[config.mk]
export PLATFORM = sky130hd
export DESIGN_NAME = lts_sequencer
export DESIGN_NICKNAME = d
export VERILOG_FILES = /design/src/rtl/lts_pkg.sv /design/src/rtl/lts_window_check.sv /design/src/rtl/lts_sequencer.sv
export SDC_FILE = /design/constraint.sdc
export NUM_CORES = 1
export LEC_CHECK = 0
export ABC_CLOCK_PERIOD_IN_PS = 9400
export BUFFER_PORTS_ARGS = -buffer_cell sky130_fd_sc_hd__buf_2
export CAP_MARGIN = 20
export CORE_AREA = 3 3 213 215
export DETAILED_ROUTE_END_ITERATION = 10
export DIE_AREA = 0 0 216 218
export GPL_ROUTABILITY_DRIVEN = 1
export HOLD_SLACK_MARGIN = 0.1
export PLACE_DENSITY = 0.42
export SETUP_SLACK_MARGIN = 0.15
export SLEW_MARGIN = 5
export SYNTH_ARGS = -nofsm -noshare
export SYNTH_HDL_FRONTEND = slang
export SYNTH_HIERARCHICAL = 1
export SYNTH_SLANG_ARGS = --single-unit
[constraint.sdc]
create_clock -name clk -period 9.4 [get_ports clk]
set_clock_uncertainty 0.1 [all_clocks]
set_input_delay 0.94 -clock clk [delete_from_list [all_inputs] [get_ports clk]]
set_output_delay 0.94 -clock clk [all_outputs]
set_load 0.02 [all_outputs]
[src/rtl/lts_pkg.sv]
// Package of constants and types for the limit test sequencer.
package lts_pkg;
  // ---------------------------------------------------------------------
  // Test slots
  // ---------------------------------------------------------------------
  localparam int LTS_NUM_TESTS = 11;
  localparam int LTS_IDX_W = 4;
  localparam logic [3:0] LTS_SLOT_COMPL = 4'h0;
  localparam logic [3:0] LTS_SLOT_LAST = 4'ha;
  localparam logic [3:0] LTS_NUM_COARSE = 4'h2;
  localparam logic [3:0] LTS_NUM_SKIP = 4'h4;
  localparam logic [3:0] LTS_CYCLES_RST = 4'h1;
  localparam logic [7:0] LTS_PAT_RST = 8'h00;
  localparam logic [10:0] LTS_RES_RST = 11'h000;
  localparam logic [1:0] LTS_IND_RST = 2'h0;
  // ---------------------------------------------------------------------
  // Indication and state encodings
  // ---------------------------------------------------------------------
  localparam logic [1:0] LTS_IND_NONE = 2'h0;
  localparam logic [1:0] LTS_IND_PASS = 2'h1;
  localparam logic [1:0] LTS_IND_FAIL = 2'h2;
  typedef enum logic [3:0] {
    LTS_IDLE = 4'h1,
    LTS_WAIT = 4'h2,
    LTS_EVAL = 4'h4,
    LTS_DONE = 4'h8
  } lts_state_t;
endpackage

[src/rtl/lts_window_check.sv]
// Window and compliance comparator for one limit test.
`timescale 1ns/10ps
module lts_window_check #(
  parameter int W = 16
) (
  input wire logic is_compliance,
  input wire logic signed [W-1:0] value,
  input wire logic signed [W-1:0] high_limit,
  input wire logic signed [W-1:0] low_limit,
  output logic pass
);
  // ---------------------------------------------------------------------
  // Comparison
  // ---------------------------------------------------------------------
  // Compliance fails at or above its limit; windows pass inside LO..HI.
  always_comb begin
    if (is_compliance) begin
      pass = (value < high_limit);
    end else begin
      pass = (value >= low_limit) && (value <= high_limit);
    end
  end
endmodule

[src/rtl/lts_sequencer.sv]
// Limit test sequencer: runs enabled tests and reports the outcome.
`timescale 1ns/10ps
module lts_sequencer #(
  parameter int W = 16,
  parameter int PW = 8,
  parameter int AW = 12
) (
  input wire logic clk,
  input wire logic rst,
  input wire logic start_of_test_strobe,
  input wire logic sorting_mode,
  input wire logic [10:0] test_enable,
  input wire logic [3:0] element_count,
  input wire logic meas_valid,
  input wire logic signed [W-1:0] meas_value,
  input wire logic signed [W-1:0] compliance_limit,
  input wire logic signed [W*11-1:0] high_limits,
  input wire logic signed [W*11-1:0] low_limits,
  input wire logic [PW-1:0] pass_pattern,
  input wire logic [PW*11-1:0] fail_patterns,
  input wire logic [AW-1:0] meas_location,
  input wire logic [3:0] per_limit_result_query,
  output logic per_limit_fail,
  output logic [1:0] indication,
  output logic [PW-1:0] port_pattern,
  output logic port_valid,
  output logic busy,
  output logic meas_ready,
  output logic tag_valid,
  output logic tag_fail,
  output logic [AW-1:0] tag_location
);
  // ---------------------------------------------------------------------
  // State record
  // ---------------------------------------------------------------------
  typedef struct packed {
    lts_pkg::lts_state_t state;
    logic [3:0] slot;
    logic [3:0] elem;
    logic [10:0] fails;
    logic elem_fail;
    logic first_fail_seen;
    logic [3:0] first_fail_slot;
    logic [1:0] ind;
    logic [PW-1:0] pat;
    logic pvalid;
    logic tvalid;
    logic tfail;
    logic [AW-1:0] tloc;
    logic strobe_s1;
    logic strobe_s2;
    logic strobe_s3;
    logic signed [W-1:0] value;
  } lts_regs_t;

  lts_regs_t r;
  lts_regs_t next_r;

  // ---------------------------------------------------------------------
  // Comparator
  // ---------------------------------------------------------------------
  logic slot_pass;
  logic signed [W-1:0] sel_high;
  logic signed [W-1:0] sel_low;
  logic [10:0] later_en;
  logic any_window_en;
  logic strobe_rise;

  // Compliance uses its own limit; other slots pick their window.
  always_comb begin
    if (r.slot == lts_pkg::LTS_SLOT_COMPL) begin
      sel_high = compliance_limit;
      sel_low = compliance_limit;
    end else begin
      sel_high = high_limits[r.slot*W +: W];
      sel_low = low_limits[r.slot*W +: W];
    end
  end

  lts_window_check #(
    .W(W)
  ) u_check (
    .is_compliance(r.slot == lts_pkg::LTS_SLOT_COMPL),
    .value(r.value),
    .high_limit(sel_high),
    .low_limit(sel_low),
    .pass(slot_pass)
  );

  // Mask of enabled slots strictly above the current one.
  genvar gi;
  generate
    for (gi = 0; gi < 11; gi++) begin : g_later
      assign later_en[gi] = test_enable[gi] && (gi > r.slot);
    end
  endgenerate

  assign any_window_en = |test_enable[10:1];
  // The strobe is a pin, so only the synchronised copy is edge detected.
  assign strobe_rise = r.strobe_s2 && !r.strobe_s3;

  // ---------------------------------------------------------------------
  // Next-state logic
  // ---------------------------------------------------------------------
  always_comb begin
    logic done_elem;
    logic final_pass;
    logic [3:0] nxt;
    done_elem = 1'b0;
    final_pass = 1'b0;
    nxt = lts_pkg::LTS_SLOT_COMPL;
    next_r = r;
    next_r.strobe_s1 = start_of_test_strobe;
    next_r.strobe_s2 = r.strobe_s1;
    next_r.strobe_s3 = r.strobe_s2;
    next_r.tvalid = 1'b0;
    // Lowest enabled slot above the current one.
    for (int i = 10; i >= 0; i--) begin
      if (later_en[i]) begin
        nxt = 4'(i);
      end
    end
    unique case (r.state)
      lts_pkg::LTS_IDLE, lts_pkg::LTS_DONE: begin
        // Results are frozen here until a fresh strobe.
        if (strobe_rise) begin
          next_r.state = lts_pkg::LTS_WAIT;
          next_r.elem = lts_pkg::LTS_CYCLES_RST;
          next_r.fails = lts_pkg::LTS_RES_RST;
          next_r.first_fail_seen = 1'b0;
          next_r.ind = lts_pkg::LTS_IND_NONE;
          next_r.pvalid = 1'b0;
        end
      end
      lts_pkg::LTS_WAIT: begin
        if (meas_valid) begin
          next_r.value = meas_value;
          next_r.tloc = meas_location;
          next_r.elem_fail = 1'b0;
          next_r.state = lts_pkg::LTS_EVAL;
          next_r.slot = lts_pkg::LTS_SLOT_COMPL;
          // Compliance check is skipped when disabled.
          if (!test_enable[0]) begin
            next_r.slot = 4'(LTS_first_window(test_enable));
          end
        end
      end
      lts_pkg::LTS_EVAL: begin
        if (r.slot > lts_pkg::LTS_SLOT_LAST) begin
          // Nothing enabled at all: trivially passing.
          done_elem = 1'b1;
          final_pass = 1'b1;
        end else begin
          next_r.fails[r.slot] = !slot_pass;
          if (r.slot == lts_pkg::LTS_SLOT_COMPL) begin
            if (!slot_pass) begin
              done_elem = 1'b1;
            end else if (!any_window_en) begin
              done_elem = 1'b1;
              final_pass = 1'b1;
            end else begin
              next_r.slot = nxt;
            end
          end else if (sorting_mode) begin
            if (slot_pass) begin
              done_elem = 1'b1;
              final_pass = 1'b1;
            end else if (later_en == 11'h000) begin
              done_elem = 1'b1;
            end else begin
              next_r.slot = nxt;
            end
          end else begin
            if (!slot_pass) begin
              done_elem = 1'b1;
            end else if (later_en == 11'h000) begin
              done_elem = 1'b1;
              final_pass = 1'b1;
            end else begin
              next_r.slot = nxt;
            end
          end
        end
        if (done_elem) begin
          next_r.tvalid = 1'b1;
          next_r.tfail = !final_pass;
          if (!final_pass && !r.first_fail_seen) begin
            // The first failure of a package picks the bin.
            next_r.first_fail_seen = 1'b1;
            next_r.first_fail_slot = r.slot;
          end
          // Grading repeats for each element of a package.
          if (!sorting_mode && r.elem < element_count) begin
            next_r.elem = r.elem + 4'h1;
            next_r.state = lts_pkg::LTS_WAIT;
          end else begin
            next_r.state = lts_pkg::LTS_DONE;
            next_r.pvalid = 1'b1;
            if (final_pass && !r.first_fail_seen) begin
              next_r.ind = lts_pkg::LTS_IND_PASS;
              next_r.pat = pass_pattern;
            end else begin
              next_r.ind = lts_pkg::LTS_IND_FAIL;
              // A failure with no earlier failing element uses the current slot.
              next_r.pat = r.first_fail_seen ?
                fail_patterns[r.first_fail_slot*PW +: PW] :
                fail_patterns[r.slot*PW +: PW];
            end
          end
        end
      end
      default: begin
        next_r.state = lts_pkg::LTS_IDLE;
      end
    endcase
  end

  // First enabled windowed slot, or one past the end if none.
  function automatic int LTS_first_window(input logic [10:0] en);
    int k;
    k = 11;
    for (int i = 10; i >= 1; i--) begin
      if (en[i]) begin
        k = i;
      end
    end
    return k;
  endfunction

  // ---------------------------------------------------------------------
  // State register
  // ---------------------------------------------------------------------
  always_ff @(posedge clk or posedge rst) begin
    if (rst) begin
      r <= '0;
      r.state <= lts_pkg::LTS_IDLE;
      r.elem <= lts_pkg::LTS_CYCLES_RST;
      r.ind <= lts_pkg::LTS_IND_RST;
      r.pat <= lts_pkg::LTS_PAT_RST;
      r.fails <= lts_pkg::LTS_RES_RST;
    end else begin
      r <= next_r;
    end
  end

  // ---------------------------------------------------------------------
  // Outputs
  // ---------------------------------------------------------------------
  // Query maps test numbers 1..3 and 5..12 onto slots; 4 reads as pass.
  always_comb begin
    per_limit_fail = 1'b0;
    if (per_limit_result_query >= 4'h1 &&
        per_limit_result_query < lts_pkg::LTS_NUM_SKIP) begin
      per_limit_fail = r.fails[per_limit_result_query - 4'h1];
    end else if (per_limit_result_query > lts_pkg::LTS_NUM_SKIP &&
                 per_limit_result_query <= 4'hc) begin
      per_limit_fail = r.fails[per_limit_result_query - 4'h2];
    end
  end

  assign indication = r.ind;
  assign port_pattern = r.pat;
  assign port_valid = r.pvalid;
  assign busy = (r.state == lts_pkg::LTS_WAIT) ||
                (r.state == lts_pkg::LTS_EVAL);
  assign meas_ready = (r.state == lts_pkg::LTS_WAIT);
  assign tag_valid = r.tvalid;
  assign tag_fail = r.tfail;
  assign tag_location = r.tloc;

  // ---------------------------------------------------------------------
  // Checks
  // ---------------------------------------------------------------------
  a_result_hold: assert property (@(posedge clk) disable iff (rst)
    (r.state == lts_pkg::LTS_DONE && !strobe_rise) |=>
      ($stable(r.pat) && $stable(r.ind) && $stable(r.fails)))
    else $error("Result changed while holding.");

  a_wait_strobe: assert property (@(posedge clk) disable iff (rst)
    (r.state == lts_pkg::LTS_IDLE && !strobe_rise) |=>
      r.state == lts_pkg::LTS_IDLE)
    else $error("Sequence began without strobe.");

  a_compl_fail: assert property (@(posedge clk) disable iff (rst)
    (r.state == lts_pkg::LTS_EVAL && r.slot == lts_pkg::LTS_SLOT_COMPL &&
     r.value >= compliance_limit) |=> (tag_valid && tag_fail))
    else $error("Compliance failure did not end element.");

  a_grade_fail: assert property (@(posedge clk) disable iff (rst)
    (r.state == lts_pkg::LTS_EVAL && !sorting_mode &&
     r.slot != lts_pkg::LTS_SLOT_COMPL && r.slot <= lts_pkg::LTS_SLOT_LAST
     && !slot_pass) |=> tag_valid && tag_fail)
    else $error("Grading failure did not stop.");

  a_sort_pass: assert property (@(posedge clk) disable iff (rst)
    (r.state == lts_pkg::LTS_EVAL && sorting_mode &&
     r.slot != lts_pkg::LTS_SLOT_COMPL && r.slot <= lts_pkg::LTS_SLOT_LAST
     && slot_pass) |=> (indication == lts_pkg::LTS_IND_PASS))
    else $error("Sorting pass did not give PASS.");

  a_order_up: assert property (@(posedge clk) disable iff (rst)
    (r.state == lts_pkg::LTS_EVAL && next_r.state == lts_pkg::LTS_EVAL)
      |=> (r.slot > $past(r.slot)) && test_enable[r.slot])
    else $error("Slot order broken or disabled slot run.");

  a_window_res: assert property (@(posedge clk) disable iff (rst)
    (r.state == lts_pkg::LTS_EVAL && r.slot != lts_pkg::LTS_SLOT_COMPL &&
     r.slot <= lts_pkg::LTS_SLOT_LAST) |=>
      r.fails[$past(r.slot)] == !($past(r.value) >= $past(sel_low) &&
                                 $past(r.value) <= $past(sel_high)))
    else $error("Window result stored wrong.");

  a_pass_pat: assert property (@(posedge clk) disable iff (rst)
    (port_valid && indication == lts_pkg::LTS_IND_PASS &&
     r.state == lts_pkg::LTS_DONE && $rose(port_valid)) |->
      port_pattern == $past(pass_pattern))
    else $error("Pass pattern not driven.");
endmodule

**After elaboration in Yosys (flattened, before gate mapping)**

Index checks and enable logic that the tools add are counted.

- Input port bits: 516
- Logic and storage cells: 181
- Flip-flop bits (word level): 72
- Output and inout port bits: 28

- Shift operators: 4
- Equal/unequal tests: 15
- Order comparisons: 23
- Reduce and logical (&&, ||, !) cells: 40
- Mux-type cells: 79
- Bitwise operators: 1
- Add/subtract/negate cells: 3

Operator list:

| operator | number |
|---|---|
| $shiftx A176 B9 Y16 | 2 |
| $shiftx A88 B8 Y8 | 2 |
| $mux W4 | 32 |
| $mux W16 | 2 |
| $pmux W15 S2 | 1 |
| $mux W1 | 24 |
| $mux W11 | 2 |
| $logic_and A1 B1 Y1 | 18 |
| $mux W18 | 1 |
| $ge A16 B16 Y1 | 1 |
| $gt A3 B4 Y1 const A | 4 |
| $le A16 B16 Y1 | 1 |
| $lt A16 B16 Y1 | 1 |
| $mux W8 | 2 |
| $lt A4 B5 Y1 const B | 3 |
| $mux W15 | 1 |
| $ne A2 B2 Y1 const B | 7 |
| $gt A4 B4 Y1 const A | 3 |
| $pmux W4 S3 | 1 |
| $reduce_and A3 Y1 | 4 |
| $reduce_and A4 Y1 | 3 |
| $bwmux W11 | 1 |
| $logic_not A11 Y1 | 1 |
| $mux W10 | 1 |
| 33 further kinds | 47 |

**Depth between registers and ports, before layout**

Gate-level depths: netlist (run 1).

- Depth after elaboration: 18
- Gate-level depth with buffers: 24

**Hierarchy**

Netlist (run 1), hierarchy kept.

Modules (own cells, without submodules):

| module | instances | cells an instance | area each (µm²) | sequential area each (µm²) |
|---|---|---|---|---|
| lts_sequencer | 1 | 850 | 7801.2 | 1804.2 |
| lts_window_check | 1 | 116 | 832.0 | 0.0 |

**Worst setup path before layout (run 1)**

OpenSTA, ideal clock, no wires.

- Path type: register to register
- Start: reg r[66] in the netlist's numbering
- End: reg r, in the netlist port_pattern[0]
- Slack: 4.561 ns
- Arrival time: 4.614 ns
- Period minus slack after synthesis: 4.839 ns
- Stages on the path, launching flop included: 22
- Required time: 9.175 ns
- Cell sequence: dfrtp_1 -> buf_4 -> clkbuf_1 -> buf_1 -> mux4_2 -> mux2_2 -> a222oi_1 -> nor2_1 -> inv_1 -> ha_1 -> a21oi_1 -> o21ai_0 -> a21oi_1 -> or3b_1 -> xnor2_1 -> o32a_1 -> o311ai_1 -> a22oi_1 -> a21oi_1 -> o32ai_4 -> mux2_2 -> mux2_2

- Longest elaborated chain between the ends: 12
- Elaborated cells between the ends (all ways): 52

Ends and longest elaborated chain:

| what | RTL line | RTL |
|---|---|---|
| from (decl) | lts_sequencer.sv:56 | `lts_regs_t r;` |
| from (signal assigned) | lts_sequencer.sv:242 | `r <= next_r;` |
| $shiftx A176 B9 Y16 / $logic_not A4 Y1 (equally long branches) | lts_sequencer.sv:76, lts_sequencer.sv:71 |  |
| $mux W16 * | lts_sequencer.sv:71 | `if (r.slot == lts_pkg::LTS_SLOT_COMPL) begin` |
| named net sel_low[7] | lts_sequencer.sv:64 | `logic signed [W-1:0] sel_low;` |
| $ge A16 B16 Y1 * | lts_window_check.sv:20 | `pass = (value >= low_limit) && (value <= high_limit);` |
| $logic_and A1 B1 Y1 * | lts_window_check.sv:20 |  |
| $mux W1 * | lts_window_check.sv:17 | `if (is_compliance) begin` |
| named net slot_pass | lts_sequencer.sv:62 | `logic slot_pass;` |
| $mux W1, on equally long branches | lts_sequencer.sv:174, lts_sequencer.sv:165 |  |
| $mux W1 | lts_sequencer.sv:164 | `end else if (sorting_mode) begin` |
| $mux W1 | lts_sequencer.sv:155 | `if (r.slot == lts_pkg::LTS_SLOT_COMPL) begin` |
| $mux W1 | lts_sequencer.sv:149 | `if (r.slot > lts_pkg::LTS_SLOT_LAST) begin` |
| $mux W1 | lts_sequencer.sv:123 | `unique case (r.state)` |
| $logic_and A1 B1 Y1 | lts_sequencer.sv:199 | `if (final_pass && !r.first_fail_seen) begin` |
| $mux W10 | lts_sequencer.sv:199 |  |

Mark *: on every way through the listed nets, which the timed path passes. The rest lies on a longest branch. The select of a mux whose other input is x is not followed.
A chain may end at the register's enable or synchronous reset.

**Worst setup path in the final report (run 1)**

- Start: reg r[65] in the netlist's numbering
- End: reg r, in the netlist port_pattern[4]

The elaborated chain is that of the path after synthesis.

==> flow_summary.yaml, run 1 <==
status:
  status: "completed"
cts:
  cts_buffers: 9
  ctsHoldBuffers: 0
  cts.path.max_buffers: 2
  clk_pin_slew_ns: 0.07
  h-tree-depth: 3
  post_cts_buffers: 0
  cts_tree: "built"
  cts_resized: 0
  insertion_delay_ns: 0.35
  root_buffer: "clkbuf_16"
  clkSinkCount: 72
detailed_routing:
  drc: 0
  vias_per_cell: 4.83
  drt-total-wl_um: 44300
  first_iter_violations: 675
  wl_met1_um: 18700
  ant_nets: 0
  wl_met3_um: 3010
  avgRoutedWirePerCell_um: 21.8
  top_layer_used: "met5"
  vias: 9824
  dr.pass1.iters: 7
  wl_met2_um: 21900
global_routing:
  grt_max_degree: 70
  grt_pass1_wl_um: 63800
  grt_pass1_vias: 10100
  overflow: 0
  antenna_found_initial: 5
  track_usage_pct: 17.9
layout:
  layout_common_cells: "buf_2, nand2_1, mux2i_1"
  syn_to_final_growth_pct: 39.5
  drive_above_1_share_pct: 48.2
  final_common_cell: "buf_2"
  fin_nets: 1991
  fin_area_um2: 12000
floorplanning:
  core_area_um2: 43900
  initial_core_util_pct: 19.7
  die_y_um: 218
  die_width_um: 216
  placementRows: 77
  io_pins: 544
  die_area_um2: 47100
critical_path:
  cp.arrival_ns: 6.62
  path_max_fanout: 46
  cp_top_family: "compound AO/OA/AOI/OAI gates"
  r2r_slack_ns: 2.93
  cp-start-kind: "register"
  path_class: "register to register"
  cp-startpoint: "r[65]$_DFFE_PP0P_"
  cp-end-kind: "register"
  cp_slowest_stage_delay_ns: 0.96
  critical_path.most_common_cell: "inv_1"
  timing.rr.start: "r[65]$_DFFE_PP0P_"
  worst_ep_required_time_ns: 9.54
  crit_buf_inv: 5
  cpMaxStageDelayCell: "dfrtp_4"
  crit_chain: "inv_1 -> nor2_2 -> buf_4 -> nand2_1 -> o21ai_0 -> a21oi_1 -> a21oi_1 -> inv_1 -> ha_1 -> nor2b_1 -> o211ai_2 -> a2111oi_2 -> or3b_1 -> xnor2_1 -> o32a_1 -> inv_1 -> a21o_1 -> o22ai_1 -> o21ai_1 -> buf_4 -> nand2_1 -> mux2_2"
placement:
  postPlaceCellArea_um2: 11700
  globalplace.congestion: 0.867
  place_hpwl_um: 36400
  port_buffers: 528
  pre_cts_ws_ns: 2.52
logic_synthesis:
  ys_warn_count: 6
  syn_area_um2: 8630
  synthFlopType: "dfrtp_1"
  synth_top_area_share_pct: 20.3
  yosys.area.top_type: "dfrtp_1"
  synth-edff-count: 0
  yosysUniqueCellTypes: 69
  ys_seq_elements: 72
  syn_avg_cell_area_um2: 8.94
  synth.area.top_cells: "dfrtp_1, mux4_2, mux2i_1"
  seq_area_frac_synth_pct: 20.9
  syn_inst: 966
  synth_async_sr_flop_share_pct: 100
  syn_nets: 1522
min_path:
  hold_class: "register to register"
  hold_start: "next_r[17]$_DFF_PP0_"
pwr:
  peakVddDrop_mv: 0.102
  p_leak_nw: 5.92
  cellPowerDensity_nw_per_um2: 261
timing:
  tns_ns: 0
  post-route-min-period_ns: 6.47
  finalCritPeriodShare_pct: 68.9
  fmax_ghz: 0.154
  tightestPinTransition_ns: 1.08
  rsz0062_at_grt: "no"
  finalSetupViolations: 0
  final_hold_viol_count: 0
  slew_headroom_pct: 28.0
  slew_violations: 0
  fin_ws_ns: 2.93
run:
  cap_violations: 0
-- Yosys cell counts, drive strengths merged (3+ instances only) --
library cell / number
and3: 4
a32o: 12
o211ai: 5
a21oi: 81
a22o: 3
o22ai: 7
a21o: 9
mux2i: 86
xnor2: 3
nor3b: 3
nand3: 19
a211o: 3
clkbuf: 37
mux4: 53
a222oi: 18
mux2: 64
o2bb2ai: 9
nor4: 3
buf: 49
a221o: 10
a211oi: 3
o21ai: 62
nand3b: 4
nor2b: 7
o21a: 3
nand2b: 10
nand2: 89
ha: 40
dfrtp: 70
nor3: 8
o21bai: 3
inv: 54
nand4: 10
a22oi: 6
nor2: 83
-- cell type report --
type	instances	area [um^2]
Sequential cell	72	1810
Inverter	54	204
Tap cell	592	741
Timing Repair Buffer	544	2760
Clock buffer	9	225
Clock inverter	7	83.8
Multi-Input combinational cell	754	6210
Antenna cell	2	5.00
Fill cell	4908	31900
-- sequential cells by signal (all words and copies together), names as in the netlist --
register,cells
tag_location,12
tag_valid,1
next_r,2
indication,2
port_valid,1
r,45
port_pattern,8
tag_fail,1
-- final timing paths --
check | to | cells past startpoint
worst max-delay path | port_pattern[4]$_DFFE_PP0P_ | 22
worst max register to register | port_pattern[4]$_DFFE_PP0P_ | 22
min in group asynchronous | tag_location[10]$_DFFE_PP0P_ | 2
worst min-delay path | next_r[16]$_DFF_PP0_ | 0
max in group asynchronous | r[66]$_DFFE_PP0P_ | 3
worst min register to register | next_r[16]$_DFF_PP0_ | 0
-- through the flow --
stage               utilization, %  power, W  cells  hold slack [ns]
CTS                           27.4   0.00319   2031            0.269
global placement              26.7   0.00277   2015            0.241
finish                        27.4   0.00314   2034            0.269
detailed placement            26.7   0.00279   2015            0.243
global route                  27.4   0.00341   2032            0.280
floorplan                        -   0.00207    966            0.231
-- worst register-to-register path: cells and delay by family, from the launching register on --
| family | cells | cell delay [ns] |
|---|---|---|
| mux | 1 | 0.39 |
| fa+ha+maj | 1 | 0.29 |
| compound gates | 9 | 1.69 |
| flops | 1 | 0.96 |
| xor+xnor | 1 | 0.15 |
| simple gates | 5 | 1.36 |
| buf+inv | 5 | 1.42 |
-- logic make-up after synthesis --
logic type	Yosys count	synth area share (%)
DFF	72	20.9
xor gates and xnor gates	3	0.304
buffers and inverters	140	7.33
and+or+nand+nor	250	13.0
adders and majority gates	40	5.80
AOI/OAI and AO/OA	258	20.3
muxes	203	32.4
-- where the power goes --
group          internal (W)  switching (W)
Sequential         0.000388       0.000154
Combinational      0.000953        0.00127
Clock              0.000211       0.000165
-- routing by layer --
layer	global-route usage, %	up-vias
li1	-	4579
met1	23.2	4764
met2	31.1	435
met3	3.36	42
met4	3.63	4
met5	0	-
Note: power is estimated with default switching activity, not from simulation.
==> run 2: changes to the inputs <==
Settings changed: ABC_AREA from default to 1, ABC_CLOCK_PERIOD_IN_PS 9400 to 6600, CORE_AREA 3 3 213 215 to 3 3 208 210, DIE_AREA 0 0 216 218 to 0 0 211 213, PLACE_DENSITY 0.42 to 0.43.
Clock period 9.4 ns to 6.6 ns, I/O delays scaled along.
==> run 2 against run 1 <==
- cell area shrank 2.5%
- global-route usage is 2.1 points higher
- critical endpoint is now r[45]$_DFFE_PP0P_
- largest power group unchanged
- sequential share of layout area grew 0.31 points
==> flow_summary.yaml, run 2 <==
status:
  status: "completed"
global_routing:
  grt_pass1_wl_um: 67900
  grt_max_degree: 73
  overflow: 0
  grt_pass1_vias: 11400
  track_usage_pct: 20.0
  antenna_found_initial: 12
layout:
  fin_nets: 2401
  final_common_cell: "buf_2"
  syn_to_final_growth_pct: 39.0
  drive_above_1_share_pct: 32.7
  largest_reg_flops: 45
  layout_common_cells: "buf_2, nand2_1, inv_1"
  top_register: "r"
floorplanning:
  io_pins: 544
  initial_core_util_pct: 20.2
  die_y_um: 213
  core_area_um2: 41800
  die_width_um: 211
  die_area_um2: 44900
  placementRows: 75
detailed_routing:
  drt-total-wl_um: 47100
  vias: 11300
  ant_nets: 0
  vias_per_cell: 4.73
  dr.pass1.iters: 5
  first_iter_violations: 778
  drc: 0
  avgRoutedWirePerCell_um: 19.7
logic_synthesis:
  synthFlopType: "dfrtp_1"
  synth_async_sr_flop_share_pct: 100
  synth.area.top_cells: "dfrtp_1, nand2_1, a22oi_1"
  synth_common_cells: "nand2_1, inv_1, o21ai_0"
  yosysMostFrequentCell: "nand2_1"
  ys_seq_elements: 72
  yosys.area.top_type: "dfrtp_1"
  syn_avg_cell_area_um2: 6.08
  synth-edff-count: 0
  syn_inst: 1390
  yosysUniqueCellTypes: 47
  syn_area_um2: 8440
  synth_top_area_share_pct: 20.7
  syn_nets: 1946
  ys_warn_count: 6
  seq_area_frac_synth_pct: 21.4
pwr:
  cellPowerDensity_nw_per_um2: 426
  p_leak_nw: 6.41
  total_power_w: 0.00500
  peakVddDrop_mv: 0.162
cts:
  root_buffer: "clkbuf_16"
  cts_tree: "built"
  cts_buffers: 9
  insertion_delay_ns: 0.34
  ctsHoldBuffers: 0
  cts_resized: 0
  clkSinkCount: 72
  post_cts_buffers: 0
  clk_pin_slew_ns: 0.07
  cts.path.max_buffers: 2
  h-tree-depth: 3
critical_path:
  cp-end-kind: "register"
  r2r_slack_ns: 1.17
  path_class: "register to register"
  cp.arrival_ns: 5.57
  path_max_fanout: 18
  cp_slowest_stage_delay_ns: 0.58
  critical_path.most_common_cell: "nand2_1"
  cp-start-kind: "register"
  cpMaxStageDelayCell: "dfrtp_1"
  worst_ep_required_time_ns: 6.74
placement:
  globalplace.congestion: 0.869
  port_buffers: 528
  place_hpwl_um: 38900
timing:
  finalSetupViolations: 0
  tightestPinTransition_ns: 0.996
  post-route-min-period_ns: 5.43
  finalCritPeriodShare_pct: 82.3
  slew_violations: 0
  final_hold_viol_count: 0
  slew_headroom_pct: 33.5
  tns_ns: 0
  rsz0062_at_grt: "no"
  fmax_ghz: 0.184
run:
  cap_violations: 0
min_path:
  hold_class: "register to register"
run 2: cell types whose count changed after synthesis, moves of 15 or more:
| cell | delta |
|---|---|
| o21ai_0 | +58 |
| a222oi_1 | -18 |
| nor2_1 | -20 |
| nand2_1 | +361 |
| nand3_1 | +85 |
| o211ai_1 | +33 |
| nand4_1 | +15 |
| clkbuf_1 | +16 |
| a21oi_1 | -23 |
| a22oi_1 | +98 |
| inv_1 | +89 |
| mux2i_1 | -85 |
| mux2_2 | -58 |
| mux4_2 | -53 |
run 2: logic make-up (layout without fill, tap and decap cells):
kind of cell	count (synthesis)	after routing	share of synthesized area (%)
compound gates	350	350	26.0
xor+xnor	4	4	0.415
other cells	0	6	0
fa+ha+maj	40	40	5.93
flops	72	72	21.4
simple gates	670	670	33.5
buf+inv	254	714	12.7
run 2: layout make-up:
type	instances	area, um^2
multi-input combinational	1064	5600
fill	4824	30000
sequential	72	1800
tap	539	674
inverter	152	571
timing repair buffer	546	2790
clock inverter	7	65.1
antenna	6	15.0
clock buffer	9	225
run 2: worst paths after layout:
path,startpoint,endpoint,depth (start not counted)
setup / recovery,r[66]$_DFFE_PP0P_,r[45]$_DFFE_PP0P_,32
hold / removal,next_r[17]$_DFF_PP0_,next_r[16]$_DFF_PP0_,0
setup reg to reg,r[66]$_DFFE_PP0P_,r[45]$_DFFE_PP0P_,32
hold reg to reg,next_r[17]$_DFF_PP0_,next_r[16]$_DFF_PP0_,0
max in group asynchronous,rst,r[70]$_DFFE_PP0P_,3
min in group asynchronous,rst,tag_location[8]$_DFFE_PP0P_,3
run 2: per-stage QoR:
stage	worst slack [ns]	area (um^2)	std cells	hold WS, ns	utilization, %
after global routing	0.572	11700	2395	0.267	28.1
after detailed placement	1.05	11400	2373	0.250	27.4
after floorplan	2.79	8440	1390	0.231	-
after CTS	1.02	11700	2389	0.259	28.1
after global placement	1.06	11400	2373	0.239	27.4
final	1.17	11700	2395	0.252	28.1
run 2: metal layers:
metal	wire (um)	GRT usage (%)	vias to the layer above
met3	3200	4.10	64
met1	19700	24.3	5209
met5	48	0	-
met4	1210	6.95	8
met2	22900	35.2	467
li1	-	-	5590
run 2: critical path: cells and delay by family, from the launching register on:
kind	cells	cell delay [ns]
adder cells (fa/ha/maj)	1	0.27
flip-flops	1	0.58
AO/OA/AOI/OAI	2	0.40
AND/OR/NAND/NOR	22	2.77
buffers and inverters	7	1.17
run 2: power by group:
| group | internal, W | switching [W] | total, W | leakage [nW] |
|---|---|---|---|---|
| Combinational | 0.00122 | 0.00255 | 0.00377 | 5.34 |
| Sequential | 0.000587 | 0.000156 | 0.000743 | 0.941 |
| Clock | 0.000262 | 0.000220 | 0.000482 | 0.132 |
| Total | 0.00207 | 0.00293 | 0.00500 | 6.41 |
==> run 3: changes to the inputs <==
Settings changed: ABC_CLOCK_PERIOD_IN_PS 6600 to 5000.
Clock period 6.6 ns to 5 ns, I/O delays scaled along.
==> run 3 against run 2 <==
- total power up 37%
- cell area up 2.6%
- fmax up 20%
- sequential cell count unchanged
- non-clock buffer count up 27
- first-iteration DRC count down 4.6%
- die area unchanged
- final cell count up 1.1%
- hold slack worse by 0.14 ns
- core utilization up 0.72 points
- critical path type unchanged
==> flow_summary.yaml, run 3 (synthesis gave the netlist of run 2 again) <==
timing:
  rsz0062_at_grt: "no"
  slew_violations: 0
  final_hold_viol_count: 0
  finalCritPeriodShare_pct: 90.8
  fmax_ghz: 0.220
  finalSetupViolations: 0
  slew_headroom_pct: 34.8
  tightestPinTransition_ns: 0.977
  post-route-min-period_ns: 4.54
  tns_ns: 0
pwr:
  cellPowerDensity_nw_per_um2: 568
  total_power_w: 0.00684
  peakVddDrop_mv: 0.243
  p_leak_nw: 6.57
floorplanning:
  placementRows: 75
  initial_core_util_pct: 20.2
  core_area_um2: 41800
  die_y_um: 213
  die_area_um2: 44900
  die_width_um: 211
  io_pins: 544
global_routing:
  antenna_found_initial: 15
  grt_max_degree: 57
  track_usage_pct: 20.0
  grt_pass1_vias: 11300
  grt_pass1_wl_um: 67500
  overflow: 0
layout:
  fin_nets: 2428
  top_register: "r"
  syn_to_final_growth_pct: 42.6
  largest_reg_flops: 45
  drive_above_1_share_pct: 34.0
  fin_util_pct: 28.8
  final_common_cell: "buf_2"
  layout_common_cells: "buf_2, nand2_1, inv_1"
  n_fill_cell: 4801
critical_path:
  cp.arrival_ns: 4.68
  cp-end-kind: "register"
  worst_ep_required_time_ns: 5.14
  cp-start-kind: "register"
  cp_slowest_stage_delay_ns: 0.52
  crit_buf_inv: 7
  critical_path.most_common_cell: "nand2_1"
  cpMaxStageDelayCell: "o21ai_0"
  cp_top_family: "simple AND/OR/NAND/NOR gates"
  path_max_fanout: 9
  path_class: "register to register"
placement:
  place_hpwl_um: 39300
  globalplace.congestion: 0.865
  port_buffers: 528
detailed_routing:
  drc: 0
  vias: 11400
  dr.pass1.iters: 5
  ant_nets: 0
  first_iter_violations: 742
  avgRoutedWirePerCell_um: 19.6
  drt-total-wl_um: 47400
  vias_per_cell: 4.72
cts:
  clkSinkCount: 72
  ctsHoldBuffers: 0
  insertion_delay_ns: 0.35
  cts.path.max_buffers: 2
  root_buffer: "clkbuf_16"
  cts_tree: "built"
  clk_pin_slew_ns: 0.07
  h-tree-depth: 3
  cts_buffers: 9
min_path:
  hold_class: "primary input to asynchronous set/reset pin"
status:
  status: "completed"
run:
  cap_violations: 0
run 3: changes by cell type in the layout (fill, tap and decap cells not counted), sizes merged:
cell,before,now
buf,546,573
clkinv,3,5
inv,153,151
clkbuf,9,10
clkinvlp,3,2
run 3: metal layers:
metal,vias up,track usage [%],wire [um]
li1,5652,-,-
met1,5258,24.1,19800
met2,446,36.1,23600
met3,56,3.95,2980
met4,10,5.66,962
met5,-,0,66
run 3: final timing paths:
| kind | startpoint | to | slack, ns | cells after the start |
|---|---|---|---|---|
| min in group clk | start_of_test_strobe | next_r[17]$_DFF_PP0_ | 0.18 | 1 |
| max in group asynchronous | rst | r[66]$_DFFE_PP0P_ | 3.61 | 3 |
| min reg2reg | next_r[17]$_DFF_PP0_ | next_r[16]$_DFF_PP0_ | 0.25 | 0 |
| max reg2reg | r[65]$_DFFE_PP0P_ | r[47]$_DFFE_PP0P_ | 0.46 | 30 |
| min | rst | tag_location[10]$_DFFE_PP0P_ | 0.11 | 2 |
| max | r[65]$_DFFE_PP0P_ | r[47]$_DFFE_PP0P_ | 0.46 | 30 |
run 3: through the flow:
stage | cell area (um^2) | std cells | hold WS (ns) | setup WS [ns]
global route | 12000 | 2422 | 0.160 | 0.188
global placement | 11700 | 2396 | 0.240 | 0.215
detailed placement | 11700 | 2396 | 0.242 | 0.177
finish | 12000 | 2422 | 0.110 | 0.459
floorplan | 8440 | 1390 | 0.231 | 1.19
CTS | 12000 | 2412 | 0.129 | 0.214
run 3: area by class of cell:
| type | count | area [um^2] | share of cell area [%] |
|---|---|---|---|
| Inverter | 152 | 577 | 4.79 |
| Sequential cell | 72 | 1810 | 15.0 |
| Clock buffer | 10 | 229 | 1.90 |
| Tap cell | 539 | 674 | 5.60 |
| Timing Repair Buffer | 573 | 3090 | 25.6 |
| Antenna cell | 6 | 15.0 | 0.125 |
| Multi-Input combinational cell | 1064 | 5610 | 46.6 |
| Clock inverter | 6 | 43.8 | 0.364 |
run 3: repair_timing:
action | CTS | global route
hold endpoints to repair | 0 | 0
endpoints found under the setup margin | 2 | 27
resized for setup | 1 | 13
setup buffers | 0 | 4
run 3: report_power, final:
part           internal [W]  total [W]  switching (W)
registers          0.000777   0.000961       0.000185
logic               0.00180    0.00526        0.00347
clock network      0.000338   0.000610       0.000273
